[src/stl_map.svh]
// Purpose: offsets, field positions, reset values and limits of the torque-limit supervisor
// Assumes: AXI4-Lite with 32-bit data, one aligned word per register
// Notes: torque values are percent of rated torque
`ifndef STL_MAP_SVH
`define STL_MAP_SVH

// ----------------------------------------------------------------
// register byte offsets
// ----------------------------------------------------------------
`define STL_FWD_INT_OFS 8'h00
`define STL_REV_INT_OFS 8'h04
`define STL_FWD_EXT_OFS 8'h08
`define STL_REV_EXT_OFS 8'h0c
`define STL_OUT_SEL_OFS 8'h10
`define STL_OUT_OTHER_OFS 8'h14
`define STL_TORQUE_OFS 8'h18
`define STL_STATUS_OFS 8'h1c
`define STL_IRQ_STAT_OFS 8'h20
`define STL_IRQ_MASK_OFS 8'h24
`define STL_IN_MON_OFS 8'h28
`define STL_OUT_MON_OFS 8'h2c

// ----------------------------------------------------------------
// reset values and ranges
// ----------------------------------------------------------------
`define STL_INT_LIMIT_RST 16'h0320
`define STL_EXT_LIMIT_RST 16'h0064
`define STL_OUT_SEL_RST 16'h0000
`define STL_LIMIT_MAX 16'h0320

// ----------------------------------------------------------------
// field positions
// ----------------------------------------------------------------
`define STL_SEL_LSB 0
`define STL_SEL_MSB 3
`define STL_MON_FWD_BIT 6
`define STL_MON_REV_BIT 7
`define STL_IRQ_SET_BIT 0
`define STL_IRQ_CLR_BIT 1

`endif

[src/stl_pkg.sv]
// Purpose: types shared by the torque-limit supervisor
// Assumes: nothing
// Notes: none
package stl_pkg;
	typedef logic [15:0] stl_pct_t;
	typedef enum logic [1:0] {STL_WR_IDLE, STL_WR_RESP} stl_wr_state_t;
endpackage

[src/stl_limit_cmp.sv]
// Purpose: picks the active limit for one direction and compares the reference
// Assumes: limits already clamped to the legal range
// Notes: pure combinational
`timescale 1ns/100ps
module stl_limit_cmp
	import stl_pkg::*;
(
	input wire stl_pct_t INT_LIMIT,
	input wire stl_pct_t EXT_LIMIT,
	input wire logic EXT_ACTIVE,
	input wire stl_pct_t MAGNITUDE,
	output stl_pct_t ACTIVE_LIMIT,
	output logic OVER
);
	// smaller of internal and requested external limit
	always_comb begin
		if (EXT_ACTIVE && (EXT_LIMIT < INT_LIMIT)) begin
			ACTIVE_LIMIT = EXT_LIMIT;
		end else begin
			ACTIVE_LIMIT = INT_LIMIT;
		end
		OVER = (MAGNITUDE > ACTIVE_LIMIT);
	end
endmodule

[src/stl_torque_limit.sv]
// Purpose: torque-limit supervisor with AXI4-Lite registers
// Assumes: torque reference is a signed percent of rated torque, on CLK
// Notes: limited-flag contact is active low, routed to one of three circuits
`timescale 1ns/100ps
`include "stl_map.svh"
module stl_torque_limit
	import stl_pkg::*;
(
	input wire logic CLK,
	input wire logic RST,
	input wire logic signed [15:0] TORQUE_REF,
	input wire logic FWD_EXT_LIMIT_IN_N,
	input wire logic REV_EXT_LIMIT_IN_N,
	input wire logic [7:0] INPUT_PINS,
	output logic [2:0] OUT_CIRCUIT_N,
	output logic TORQUE_LIMITED_FLAG,
	output logic IRQ,
	input wire logic [31:0] S_AXI_AWADDR,
	input wire logic S_AXI_AWVALID,
	output logic S_AXI_AWREADY,
	input wire logic [31:0] S_AXI_WDATA,
	input wire logic [3:0] S_AXI_WSTRB,
	input wire logic S_AXI_WVALID,
	output logic S_AXI_WREADY,
	output logic [1:0] S_AXI_BRESP,
	output logic S_AXI_BVALID,
	input wire logic S_AXI_BREADY,
	input wire logic [31:0] S_AXI_ARADDR,
	input wire logic S_AXI_ARVALID,
	output logic S_AXI_ARREADY,
	output logic [31:0] S_AXI_RDATA,
	output logic [1:0] S_AXI_RRESP,
	output logic S_AXI_RVALID,
	input wire logic S_AXI_RREADY
);
	// ----------------------------------------------------------------
	// declarations
	// ----------------------------------------------------------------
	stl_pct_t fwd_internal_limit_ff;
	stl_pct_t rev_internal_limit_ff;
	stl_pct_t fwd_external_limit_ff;
	stl_pct_t rev_external_limit_ff;
	logic [15:0] output_select_two_ff;
	logic [2:0] other_out_ff;
	logic [1:0] irq_stat_ff;
	logic [1:0] irq_mask_ff;
	logic [9:0] pin_meta_ff;
	logic [9:0] pin_sync_ff;
	logic flag_ff;
	logic [2:0] circ_n_ff;
	logic aw_got_ff;
	logic w_got_ff;
	logic [7:0] aw_addr_ff;
	logic [31:0] w_data_ff;
	logic [3:0] w_strb_ff;
	logic bvalid_ff;
	logic [1:0] bresp_ff;
	logic rvalid_ff;
	logic [31:0] rdata_ff;
	logic [1:0] rresp_ff;
	logic fwd_ext_active;
	logic rev_ext_active;
	stl_pct_t magnitude;
	logic is_reverse;
	stl_pct_t fwd_active;
	stl_pct_t rev_active;
	logic fwd_over;
	logic rev_over;
	logic nxt_flag;
	logic [2:0] nxt_circ;
	logic [1:0] irq_evt;
	logic wr_fire;
	logic [31:0] wr_val;
	logic wr_ok;
	logic [31:0] rd_val;
	logic rd_ok;
	logic [3:0] sel_field;

	// ----------------------------------------------------------------
	// pin synchronisers
	// ----------------------------------------------------------------
	// two flops on every pin before logic reads it
	always_ff @(posedge CLK) begin
		if (RST) begin
			pin_meta_ff <= 10'h3ff;
			pin_sync_ff <= 10'h3ff;
		end else begin
			pin_meta_ff <= {REV_EXT_LIMIT_IN_N, FWD_EXT_LIMIT_IN_N, INPUT_PINS};
			pin_sync_ff <= pin_meta_ff;
		end
	end

	// active-low contact inputs
	assign fwd_ext_active = ~pin_sync_ff[8];
	assign rev_ext_active = ~pin_sync_ff[9];

	// ----------------------------------------------------------------
	// limit comparison, one per direction
	// ----------------------------------------------------------------
	// magnitude in percent of rated torque
	assign is_reverse = TORQUE_REF[15];
	assign magnitude = is_reverse ? 16'(-TORQUE_REF) : 16'(TORQUE_REF);

	stl_limit_cmp u_fwd_cmp (
		.INT_LIMIT(fwd_internal_limit_ff),
		.EXT_LIMIT(fwd_external_limit_ff),
		.EXT_ACTIVE(fwd_ext_active),
		.MAGNITUDE(magnitude),
		.ACTIVE_LIMIT(fwd_active),
		.OVER(fwd_over)
	);

	stl_limit_cmp u_rev_cmp (
		.INT_LIMIT(rev_internal_limit_ff),
		.EXT_LIMIT(rev_external_limit_ff),
		.EXT_ACTIVE(rev_ext_active),
		.MAGNITUDE(magnitude),
		.ACTIVE_LIMIT(rev_active),
		.OVER(rev_over)
	);

	// each direction is judged only against its own limit
	assign nxt_flag = is_reverse ? rev_over : fwd_over;

	// ----------------------------------------------------------------
	// output routing
	// ----------------------------------------------------------------
	assign sel_field = output_select_two_ff[`STL_SEL_MSB:`STL_SEL_LSB];

	// per circuit: or of the flag (if routed there) and other mapped signals
	genvar gi;
	generate
		for (gi = 0; gi < 3; gi++) begin : g_circ
			assign nxt_circ[gi] = (nxt_flag && (sel_field == 4'(gi + 1)))
				|| other_out_ff[gi];
		end
	endgenerate

	// contacts close (drive low) while their circuit is on
	always_ff @(posedge CLK) begin
		if (RST) begin
			flag_ff <= 1'b0;
			circ_n_ff <= 3'h7;
		end else begin
			flag_ff <= nxt_flag;
			circ_n_ff <= ~nxt_circ;
		end
	end

	assign TORQUE_LIMITED_FLAG = flag_ff;
	assign OUT_CIRCUIT_N = circ_n_ff;

	// ----------------------------------------------------------------
	// interrupts
	// ----------------------------------------------------------------
	// bit 0 on flag rising, bit 1 on flag falling
	assign irq_evt = {flag_ff & ~nxt_flag, ~flag_ff & nxt_flag};

	// sticky status, write one to clear, set wins
	always_ff @(posedge CLK) begin
		if (RST) begin
			irq_stat_ff <= 2'h0;
		end else if (wr_fire && aw_addr_ff == `STL_IRQ_STAT_OFS && w_strb_ff[0]) begin
			irq_stat_ff <= (irq_stat_ff & ~w_data_ff[1:0]) | irq_evt;
		end else begin
			irq_stat_ff <= irq_stat_ff | irq_evt;
		end
	end

	assign IRQ = |(irq_stat_ff & irq_mask_ff);

	// ----------------------------------------------------------------
	// axi4-lite write channel
	// ----------------------------------------------------------------
	// address and data are latched independently, in either order
	always_ff @(posedge CLK) begin
		if (RST) begin
			aw_got_ff <= 1'b0;
			w_got_ff <= 1'b0;
			aw_addr_ff <= 8'h00;
			w_data_ff <= 32'h0;
			w_strb_ff <= 4'h0;
		end else begin
			if (S_AXI_AWVALID && S_AXI_AWREADY) begin
				aw_got_ff <= 1'b1;
				aw_addr_ff <= S_AXI_AWADDR[7:0];
			end else if (wr_fire) begin
				aw_got_ff <= 1'b0;
			end
			if (S_AXI_WVALID && S_AXI_WREADY) begin
				w_got_ff <= 1'b1;
				w_data_ff <= S_AXI_WDATA;
				w_strb_ff <= S_AXI_WSTRB;
			end else if (wr_fire) begin
				w_got_ff <= 1'b0;
			end
		end
	end

	assign S_AXI_AWREADY = ~aw_got_ff & ~bvalid_ff;
	assign S_AXI_WREADY = ~w_got_ff & ~bvalid_ff;
	assign wr_fire = aw_got_ff & w_got_ff & ~bvalid_ff;

	// byte-lane merge of the low halfword
	function automatic logic [15:0] merge16(input logic [15:0] old, input logic [31:0] d,
		input logic [3:0] s);
		merge16 = {s[1] ? d[15:8] : old[15:8], s[0] ? d[7:0] : old[7:0]};
	endfunction

	// clamp percent values to the legal range
	function automatic logic [15:0] clamp_pct(input logic [15:0] v);
		clamp_pct = (v > `STL_LIMIT_MAX) ? `STL_LIMIT_MAX : v;
	endfunction

	// decode write and compute slave error for unmapped offsets
	always_comb begin
		wr_ok = 1'b1;
		wr_val = 32'h0;
		unique case (aw_addr_ff)
			`STL_FWD_INT_OFS: wr_val = 32'(merge16(fwd_internal_limit_ff, w_data_ff, w_strb_ff));
			`STL_REV_INT_OFS: wr_val = 32'(merge16(rev_internal_limit_ff, w_data_ff, w_strb_ff));
			`STL_FWD_EXT_OFS: wr_val = 32'(merge16(fwd_external_limit_ff, w_data_ff, w_strb_ff));
			`STL_REV_EXT_OFS: wr_val = 32'(merge16(rev_external_limit_ff, w_data_ff, w_strb_ff));
			`STL_OUT_SEL_OFS: wr_val = 32'(merge16(output_select_two_ff, w_data_ff, w_strb_ff));
			`STL_OUT_OTHER_OFS: wr_val = {29'h0, w_strb_ff[0] ? w_data_ff[2:0] : other_out_ff};
			`STL_IRQ_MASK_OFS: wr_val = {30'h0, w_strb_ff[0] ? w_data_ff[1:0] : irq_mask_ff};
			`STL_IRQ_STAT_OFS, `STL_TORQUE_OFS, `STL_STATUS_OFS,
			`STL_IN_MON_OFS, `STL_OUT_MON_OFS: wr_val = 32'h0;
			default: wr_ok = 1'b0;
		endcase
	end

	// limit registers: internal reset 800, external reset 100
	always_ff @(posedge CLK) begin
		if (RST) begin
			fwd_internal_limit_ff <= `STL_INT_LIMIT_RST;
			rev_internal_limit_ff <= `STL_INT_LIMIT_RST;
			fwd_external_limit_ff <= `STL_EXT_LIMIT_RST;
			rev_external_limit_ff <= `STL_EXT_LIMIT_RST;
		end else if (wr_fire) begin
			if (aw_addr_ff == `STL_FWD_INT_OFS)
				fwd_internal_limit_ff <= clamp_pct(wr_val[15:0]);
			if (aw_addr_ff == `STL_REV_INT_OFS)
				rev_internal_limit_ff <= clamp_pct(wr_val[15:0]);
			if (aw_addr_ff == `STL_FWD_EXT_OFS)
				fwd_external_limit_ff <= clamp_pct(wr_val[15:0]);
			if (aw_addr_ff == `STL_REV_EXT_OFS)
				rev_external_limit_ff <= clamp_pct(wr_val[15:0]);
		end
	end

	// routing and mask registers
	always_ff @(posedge CLK) begin
		if (RST) begin
			output_select_two_ff <= `STL_OUT_SEL_RST;
			other_out_ff <= 3'h0;
			irq_mask_ff <= 2'h0;
		end else if (wr_fire) begin
			if (aw_addr_ff == `STL_OUT_SEL_OFS)
				output_select_two_ff <= wr_val[15:0];
			if (aw_addr_ff == `STL_OUT_OTHER_OFS)
				other_out_ff <= wr_val[2:0];
			if (aw_addr_ff == `STL_IRQ_MASK_OFS)
				irq_mask_ff <= wr_val[1:0];
		end
	end

	// write response, okay or slverr
	always_ff @(posedge CLK) begin
		if (RST) begin
			bvalid_ff <= 1'b0;
			bresp_ff <= 2'h0;
		end else if (wr_fire) begin
			bvalid_ff <= 1'b1;
			bresp_ff <= wr_ok ? 2'h0 : 2'h2;
		end else if (S_AXI_BREADY) begin
			bvalid_ff <= 1'b0;
		end
	end

	assign S_AXI_BVALID = bvalid_ff;
	assign S_AXI_BRESP = bresp_ff;

	// ----------------------------------------------------------------
	// axi4-lite read channel
	// ----------------------------------------------------------------
	// read mux; monitor bits 6 and 7 carry the limit inputs
	always_comb begin
		rd_ok = 1'b1;
		rd_val = 32'h0;
		unique case (S_AXI_ARADDR[7:0])
			`STL_FWD_INT_OFS: rd_val = 32'(fwd_internal_limit_ff);
			`STL_REV_INT_OFS: rd_val = 32'(rev_internal_limit_ff);
			`STL_FWD_EXT_OFS: rd_val = 32'(fwd_external_limit_ff);
			`STL_REV_EXT_OFS: rd_val = 32'(rev_external_limit_ff);
			`STL_OUT_SEL_OFS: rd_val = 32'(output_select_two_ff);
			`STL_OUT_OTHER_OFS: rd_val = 32'(other_out_ff);
			`STL_TORQUE_OFS: rd_val = 32'(magnitude);
			`STL_STATUS_OFS: rd_val = {13'h0, fwd_ext_active, rev_ext_active, flag_ff,
				is_reverse ? rev_active : fwd_active};
			`STL_IRQ_STAT_OFS: rd_val = 32'(irq_stat_ff);
			`STL_IRQ_MASK_OFS: rd_val = 32'(irq_mask_ff);
			`STL_IN_MON_OFS: begin
				rd_val = 32'(pin_sync_ff[7:0]);
				rd_val[`STL_MON_FWD_BIT] = fwd_ext_active;
				rd_val[`STL_MON_REV_BIT] = rev_ext_active;
			end
			`STL_OUT_MON_OFS: rd_val = {29'h0, ~circ_n_ff}; // invert at 3 bits, not 32
			default: rd_ok = 1'b0;
		endcase
	end

	assign S_AXI_ARREADY = ~rvalid_ff;

	// read data registered one cycle after the address is taken
	always_ff @(posedge CLK) begin
		if (RST) begin
			rvalid_ff <= 1'b0;
			rdata_ff <= 32'h0;
			rresp_ff <= 2'h0;
		end else if (S_AXI_ARVALID && S_AXI_ARREADY) begin
			rvalid_ff <= 1'b1;
			rdata_ff <= rd_val;
			rresp_ff <= rd_ok ? 2'h0 : 2'h2;
		end else if (S_AXI_RREADY) begin
			rvalid_ff <= 1'b0;
		end
	end

	assign S_AXI_RVALID = rvalid_ff;
	assign S_AXI_RDATA = rdata_ff;
	assign S_AXI_RRESP = rresp_ff;

	// ----------------------------------------------------------------
	// assertions
	// ----------------------------------------------------------------
	flag_sets_a: assert property (@(posedge CLK) disable iff (RST)
		(!is_reverse && magnitude > fwd_active) |=> flag_ff)
		else $error("flag not set above forward limit");
	flag_clears_a: assert property (@(posedge CLK) disable iff (RST)
		(!is_reverse && magnitude < fwd_active) |=> !flag_ff)
		else $error("flag set below forward limit");
	contact_low_a: assert property (@(posedge CLK) disable iff (RST)
		(nxt_flag && sel_field == 4'h1) |=> !OUT_CIRCUIT_N[0])
		else $error("circuit one not closed while flag routed");
	unrouted_open_a: assert property (@(posedge CLK) disable iff (RST)
		(sel_field == 4'h0 && other_out_ff == 3'h0) |=> OUT_CIRCUIT_N == 3'h7)
		else $error("contact closed with nothing routed");
	or_merge_a: assert property (@(posedge CLK) disable iff (RST)
		other_out_ff != 3'h0 |=> (OUT_CIRCUIT_N & $past(other_out_ff)) == 3'h0)
		else $error("other signal not ored onto its circuit");
	rev_own_limit_a: assert property (@(posedge CLK) disable iff (RST)
		(is_reverse && magnitude <= rev_active) |=> !flag_ff)
		else $error("reverse judged against wrong limit");
	fwd_ext_used_a: assert property (@(posedge CLK) disable iff (RST)
		(fwd_ext_active && fwd_external_limit_ff < fwd_internal_limit_ff)
		|-> fwd_active == fwd_external_limit_ff)
		else $error("forward external limit not applied");
	rev_ext_used_a: assert property (@(posedge CLK) disable iff (RST)
		(rev_ext_active && rev_external_limit_ff < rev_internal_limit_ff)
		|-> rev_active == rev_external_limit_ff)
		else $error("reverse external limit not applied");
	pin_polarity_a: assert property (@(posedge CLK) disable iff (RST)
		!FWD_EXT_LIMIT_IN_N |-> ##2 fwd_ext_active)
		else $error("low forward input not active");
	ext_idle_a: assert property (@(posedge CLK) disable iff (RST)
		!rev_ext_active |-> rev_active == rev_internal_limit_ff)
		else $error("reverse external limit applied while idle");
	ext_range_a: assert property (@(posedge CLK) disable iff (RST)
		fwd_external_limit_ff <= `STL_LIMIT_MAX)
		else $error("forward external limit out of range");
	int_range_a: assert property (@(posedge CLK) disable iff (RST)
		fwd_active <= fwd_internal_limit_ff && rev_active <= rev_internal_limit_ff)
		else $error("active limit above internal limit");
endmodule

[config.mk]
export PLATFORM = sky130hd
export DESIGN_NAME = stl_torque_limit
export DESIGN_NICKNAME = d
export VERILOG_FILES = /design/src/stl_pkg.sv /design/src/stl_limit_cmp.sv /design/src/stl_torque_limit.sv
export VERILOG_INCLUDE_DIRS = /design/src
export SDC_FILE = /design/constraint.sdc
export NUM_CORES = 1
export LEC_CHECK = 0
export ABC_AREA = 1
export BUFFER_PORTS_ARGS = -buffer_cell sky130_fd_sc_hd__buf_4
export CAP_MARGIN = 5
export CORE_UTILIZATION = 50
export DETAILED_ROUTE_END_ITERATION = 8
export GPL_TIMING_DRIVEN = 0
export PLACE_DENSITY = 0.76
export SYNTH_ARGS = -nofsm -noshare
export SYNTH_HDL_FRONTEND = slang
export SYNTH_SLANG_ARGS = --single-unit
[constraint.sdc]
create_clock -name CLK -period 4.71 [get_ports CLK]
set_clock_uncertainty 0.2 [all_clocks]
set_input_delay 0.471 -clock CLK [delete_from_list [all_inputs] [get_ports CLK]]
set_output_delay 0.471 -clock CLK [all_outputs]
set_load 0.02 [all_outputs]
## Word-level counts from Yosys, hierarchy flattened

Cells that the tools add are included.

- Bitwise operators: 21
- Reduce and logical (&&, ||, !) cells: 29
- Magnitude comparators: 5
- Mux-type cells: 32
- $add $sub $neg: 1
- Eq/ne operators: 25

Operator list:

| cell | number |
|---|---|
| $pmux W19 S12 | 1 |
| $pmux W16 S7 | 1 |
| $mux W16 | 5 |
| $mux W8 | 10 |
| $eq A8 B5 Y1 const B | 8 |
| $eq A8 B6 Y1 const B | 8 |
| $eq A8 B4 Y1 const B | 4 |
| $gt A16 B16 Y1 | 2 |
| $lt A16 B16 Y1 | 2 |
| $reduce_or A12 Y1 | 2 |
| $eq A8 B3 Y1 const B | 2 |
| $gt A16 B10 Y1 const B | 1 |
| $logic_not A8 Y1 | 2 |
| $neg A16 Y16 | 1 |
| $reduce_and A2 Y1 | 7 |
| $logic_and A1 B1 Y1 | 10 |
| $mux W1 | 10 |
| $eq A4 B2 Y1 const B | 2 |
| $mux W2 | 4 |
| $not A1 Y1 | 8 |
| $reduce_bool A2 Y1 | 4 |
| $and A1 B1 Y1 | 6 |
| $not A3 Y3 | 2 |
| $and A2 B2 Y2 | 2 |
| 6 further kinds | 9 |

- Logic and storage cells: 135
- Input port bits: 133
- Bits in registers: 177
- Output and inout bits: 46

## Longest topological paths before layout

- Word-level depth: 9
- Mapped depth: 25
- Gate-level depth less buffers: 25

## Hierarchy

A second synthesis with hierarchy kept.

- Cells, all modules: 1785
- Area total of the unflattened synthesis: 11108.2 um2

Modules (own cells, without submodules):

| module | area each (um2) | instances | cells each | seq. area each (um2) |
|---|---|---|---|---|
| stl_torque_limit | 8590.7 | 1 | 1321 | 3163.0 |
| stl_limit_cmp | 1258.7 | 2 | 232 | 0.0 |

## Worst setup path after synthesis

No wires, ideal clock.

- Kind: reg2reg
- Start: reg rev_internal_limit_ff[15]
- End: reg circ_n_ff[0], in the netlist OUT_CIRCUIT_N[0]
- Path buffers: 1
- Clock period less this slack: 3414 ps
- Stages on the path, launching flop included: 21
- Path slack: 1296 ps
- Data required time: 4387 ps
- Library setup time: 123 ps
- Arrival time: 3091 ps
- Cell sequence: dfxtp_1 > inv_1 > ha_1 > nand2_1 > nor4_1 > nand2_1 > nand2_1 > buf_2 > nand2_1 > and2_1 > ha_1 > nand2_1 > or4_1 > inv_1 > nand2_1 > nand2_1 > nand2_1 > nand2_1 > nand2_1 > nand2_1 > nand2_1

- Word-level cells in the longest chain between the ends: 8

RTL lines:

| what | line | source |
|---|---|---|
| from (decl) | stl_torque_limit.sv:40 | `stl_pct_t rev_internal_limit_ff;` |
| from (signal assigned) | stl_torque_limit.sv:237 | `` rev_internal_limit_ff <= `STL_INT_LIMIT_RST; `` |
| from (signal assigned) | stl_torque_limit.sv:244 | `rev_internal_limit_ff <= clamp_pct(wr_val[15:0]);` |
| $lt A16 B16 Y1 | stl_limit_cmp.sv:17 | `if (EXT_ACTIVE && (EXT_LIMIT < INT_LIMIT)) begin` |
| $logic_and A1 B1 Y1 | stl_limit_cmp.sv:17 |  |
| $mux W16 * | stl_limit_cmp.sv:17 |  |
| $gt A16 B16 Y1 * | stl_limit_cmp.sv:22 | `OVER = (MAGNITUDE > ACTIVE_LIMIT);` |
| $mux W1 * | stl_torque_limit.sv:123 | `assign nxt_flag = is_reverse ? rev_over : fwd_over;` |
| $logic_and A1 B1 Y1 * | stl_torque_limit.sv:134 | `assign nxt_circ[gi] = (nxt_flag && (sel_field == 4'(gi + 1)))` |
| $logic_or A1 B1 Y1 * | stl_torque_limit.sv:135 | `\|\| other_out_ff[gi];` |
| $not A3 Y3 * | stl_torque_limit.sv:146 | `circ_n_ff <= ~nxt_circ;` |
| to (signal assigned) | stl_torque_limit.sv:146 |  |
| to (decl) | stl_torque_limit.sv:50 | `logic [2:0] circ_n_ff;` |

Mark *: on every way between the ends. The rest lies on a longest branch, timed or not.
A chain may end at the register's enable or synchronous reset.

## Final worst setup path

- Start: reg rev_internal_limit_ff[14]
- End: reg circ_n_ff[2], in the netlist OUT_CIRCUIT_N[2]

The elaborated chain is that of the path after synthesis.

==> metrics.md <==
| Metric | Value |
|---|---|
| Antenna violations before repair | `0` |
| Fill cell count | `2050` |
| Critical Path Start Type | `flip-flop` |
| I/O pin cnt | `179` |
| Largest net degree at the start of global routing | `18` |
| Slew Limit Fails | `0` |
| Final Critical Period | `4460 ps` |
| Syn_area_per_cell | `6.39 um2` |
| Clock slew at reported path FFs | `70 ps` |
| Post-synth cell types | `43` |
| Via count | `11540` |
| Failing checks | `DRC` |
| PD cells | `279 nW/um2` |
| Hold slack | `14.6 ps` |
| Routability congestion estimate | `0.986` |
| Slew @ Worst Pin | `1020 ps` |
| Drt first-iter violations | `1336` |
| Final Cycle Share | `94.8%` |
| Max Cap Violations | `0` |
| Synth cell count leaders | `nand2_1 (430), inv_1 (171), a21oi_1 (161)` |
| Crit path launch | `rev_internal_limit_ff[14]` |
| Layout cell share with drive strength beyond 1 | `12.3%` |
| Hold Fails Final Rpt | `0` |
| Hold_sp | `INPUT_PINS[3]` |
| Run status | `finished, violations left` |
| Mapped Cells | `1664` |
| Nets | `1986` |
| Lkg Pwr | `5.51 nW` |
| Area delta synth->final | `16.1%` |
| Core Area | `20600 um2` |
| GRT Total Usage | `35.7%` |
| Worst-Skew Late Latency | `440 ps` |
| HP Class | `input pin to flip-flop` |
| Depth of the most critical reg-to-reg path | `20` |
| ANT nets after route | `0` |
| Mapped cell area | `10600 um2` |
| Seq cells post-synth | `158` |
| CTS tree | `done` |
| Register area share after synthesis | `29.8%` |
| Worst endpoint required time | `4810 ps` |
| Vias per cell | `5.57` |
| Rel. slew slack | `31.8%` |
| FP Rows | `52` |
| WL final | `38600 um` |
| Area contributors post-synth | `dfxtp_1 (30%), nand2_1 (15%), a21oi_1 (7.6%)` |
| Placed Instances | `2042` |
| Number of flops mapped to enable cells by yosys | `0` |
| Post-synth top area share | `29.8%` |
| Ys flop type | `dfxtp_1` |
| Synth async-reset ratio | `0%` |
| CTS Buffer Depth | `2` |
| GRT overflow | `0` |
| Clock root buffer | `clkbuf_16` |
| Final HPWL DP | `31500 um` |
| Die height | `148 um` |
| Die area | `21800 um2` |
| R2R Path End | `OUT_CIRCUIT_N[2]` |
| Synth warn | `0` |
| Detailed Routing Iterations Pass 1 | `7` |
| Crit-path max FO | `10` |
| PortBufs | `94` |
| Finish-stage setup viols | `0` |
| Data arrival, critical path | `4560 ps` |
| Post-route insts no fill | `2073` |
| Worst Hold End | `pin_meta_ff[3]` |
| Initial Utilization | `51.7%` |
| Worst vdd ir | `249 uV` |
| Number of global-route vias before repair | `10208` |
| Clk sinks | `158` |
| Leading area contributor after synthesis | `dfxtp_1` |
| Setup bufs post-CTS | `0` |
| F_max | `224 MHz` |
| Total power | `3.44 mW` |
| Residual DRC | `2` |
| Most frequent cell after synthesis | `nand2_1` |
| Number of diodes | `0` |
| Reg-to-reg startpoint | `rev_internal_limit_ff[14]` |
| Total CTS buffers | `17` |
| Reg2Reg Setup Slack | `250 ps` |
| Htree depth | `4` |
| Avg WL per Cell | `18.6 um` |
| Crit Path Category | `flip-flop to flip-flop` |
| Die W | `148 um` |
| Crit. End Element | `flip-flop` |
| RSZ-0062 raised after global routing | `no` |
| First-pass GRT wire length | `58300 um` |
| Worst Hold Path Cells | `2` |
[how the worst max path moves through the flow]
stage	end	slack (ps)	cells after the start
2_1_floorplan	OUT_CIRCUIT_N[0]	1300	20
3_3_place_gp	OUT_CIRCUIT_N[2]	-170	23
3_5_place_dp	OUT_CIRCUIT_N[2]	-130	23
4_1_cts	OUT_CIRCUIT_N[2]	7	24
5_1_grt	OUT_CIRCUIT_N[2]	40	22
6_report	OUT_CIRCUIT_N[2]	250	20
[cell usage in the layout, fill, tap and decap left out, drive strengths merged]
cell type  count
clkinvlp       2
nand3        129
bufinv         1
inv          183
o211ai         3
o21a           5
clkbuf        63
xnor2          1
nor3b          3
a31oi          1
nor3          38
buf          130
a211oi         2
or2           16
nand2        436
dfxtp        158
or4            1
o31ai          2
xor2           8
nand4         11
ha            63
nand3b         4
clkinv         6
o21bai         3
nor2         159
o21ai        123
o221ai         6
o2111ai        4
conb          15
nor4           4
a21oi        177
and2          31
o22ai         15
[worst max-delay path: stages (launching register included)]
cell,delay (ps)
dfxtp_1,390
inv_1,150
ha_1,330
nand2_1,90
nor4_1,320
nand2_1,270
nand2_1,300
buf_2,280
nand2_1,90
and2_1,150
ha_1,290
nand2_1,80
or4_1,600
inv_1,110
nand2_1,50
nand2_1,60
nand2_1,110
nand2_1,210
nand2_1,100
nand2_1,90
nand2_1,50
[cells by family after synthesis]
kind of cell	after synthesis	synth area share, %
simple gates	832	34.3
buf+inv	260	10.2
compound gates	341	17.5
other cells	1	0.0353
xor+xnor	9	0.742
flops	158	29.8
fa+ha+maj	63	7.42
[flip-flops by register name (all words and copies together) (netlist names), 2 cells and up]
register               cells
other_out_ff               3
aw_addr_ff                 8
output_select_two_ff      16
rev_internal_limit_ff     16
OUT_CIRCUIT_N              3
w_strb_ff                  2
irq_stat_ff                2
fwd_internal_limit_ff     16
irq_mask_ff                2
pin_sync_ff                8
S_AXI_RDATA               19
pin_meta_ff                8
w_data_ff                 16
fwd_external_limit_ff     16
rev_external_limit_ff     16
[what timing repair did]
item	4_1_cts	5_1_grt
hold buffers	0	0
resized for setup	0	8
endpoints found under the setup margin	4	6
gates cloned	0	0
[where the power goes]
part	switching [mW]	total [mW]	internal, mW
logic	0.411	0.624	0.212
registers	0.0371	1.41	1.37
clock network	0.646	1.40	0.758
[metal layers]
metal	GRT usage, %	vias to the layer above	routed length [um]
met5	0	-	0
met4	18.2	0	1880
met1	47.9	5151	16300
met3	7.25	96	3810
li1	-	5683	-
met2	54.2	610	16600
[through the flow]
stage                     cell area (um2)  setup WS [ps]  utilization, %  setup TNS [ps]
after floorplan                     10700           1300               -               0
after global placement              11700           -171            57.0            -542
after detailed placement            11700           -126            57.0            -355
after CTS                           12300           7.05            59.9               0
after global routing                12300           39.0            60.0               0
final                               12300            247            60.0               0
[final cells by class]
| cell class | instances | area [um2] | share of cell area (%) |
|---|---|---|---|
| Multi-Input combinational cell | 1260 | 6450 | 52.3 |
| Sequential cell | 158 | 3160 | 25.6 |
| Timing Repair Buffer | 94 | 706 | 5.72 |
| Inverter | 177 | 664 | 5.38 |
| Clock buffer | 17 | 425 | 3.45 |
| Buffer | 82 | 418 | 3.39 |
| Tap cell | 270 | 338 | 2.74 |
| Clock inverter | 15 | 174 | 1.41 |
Note: power is estimated with default switching activity, not from simulation.
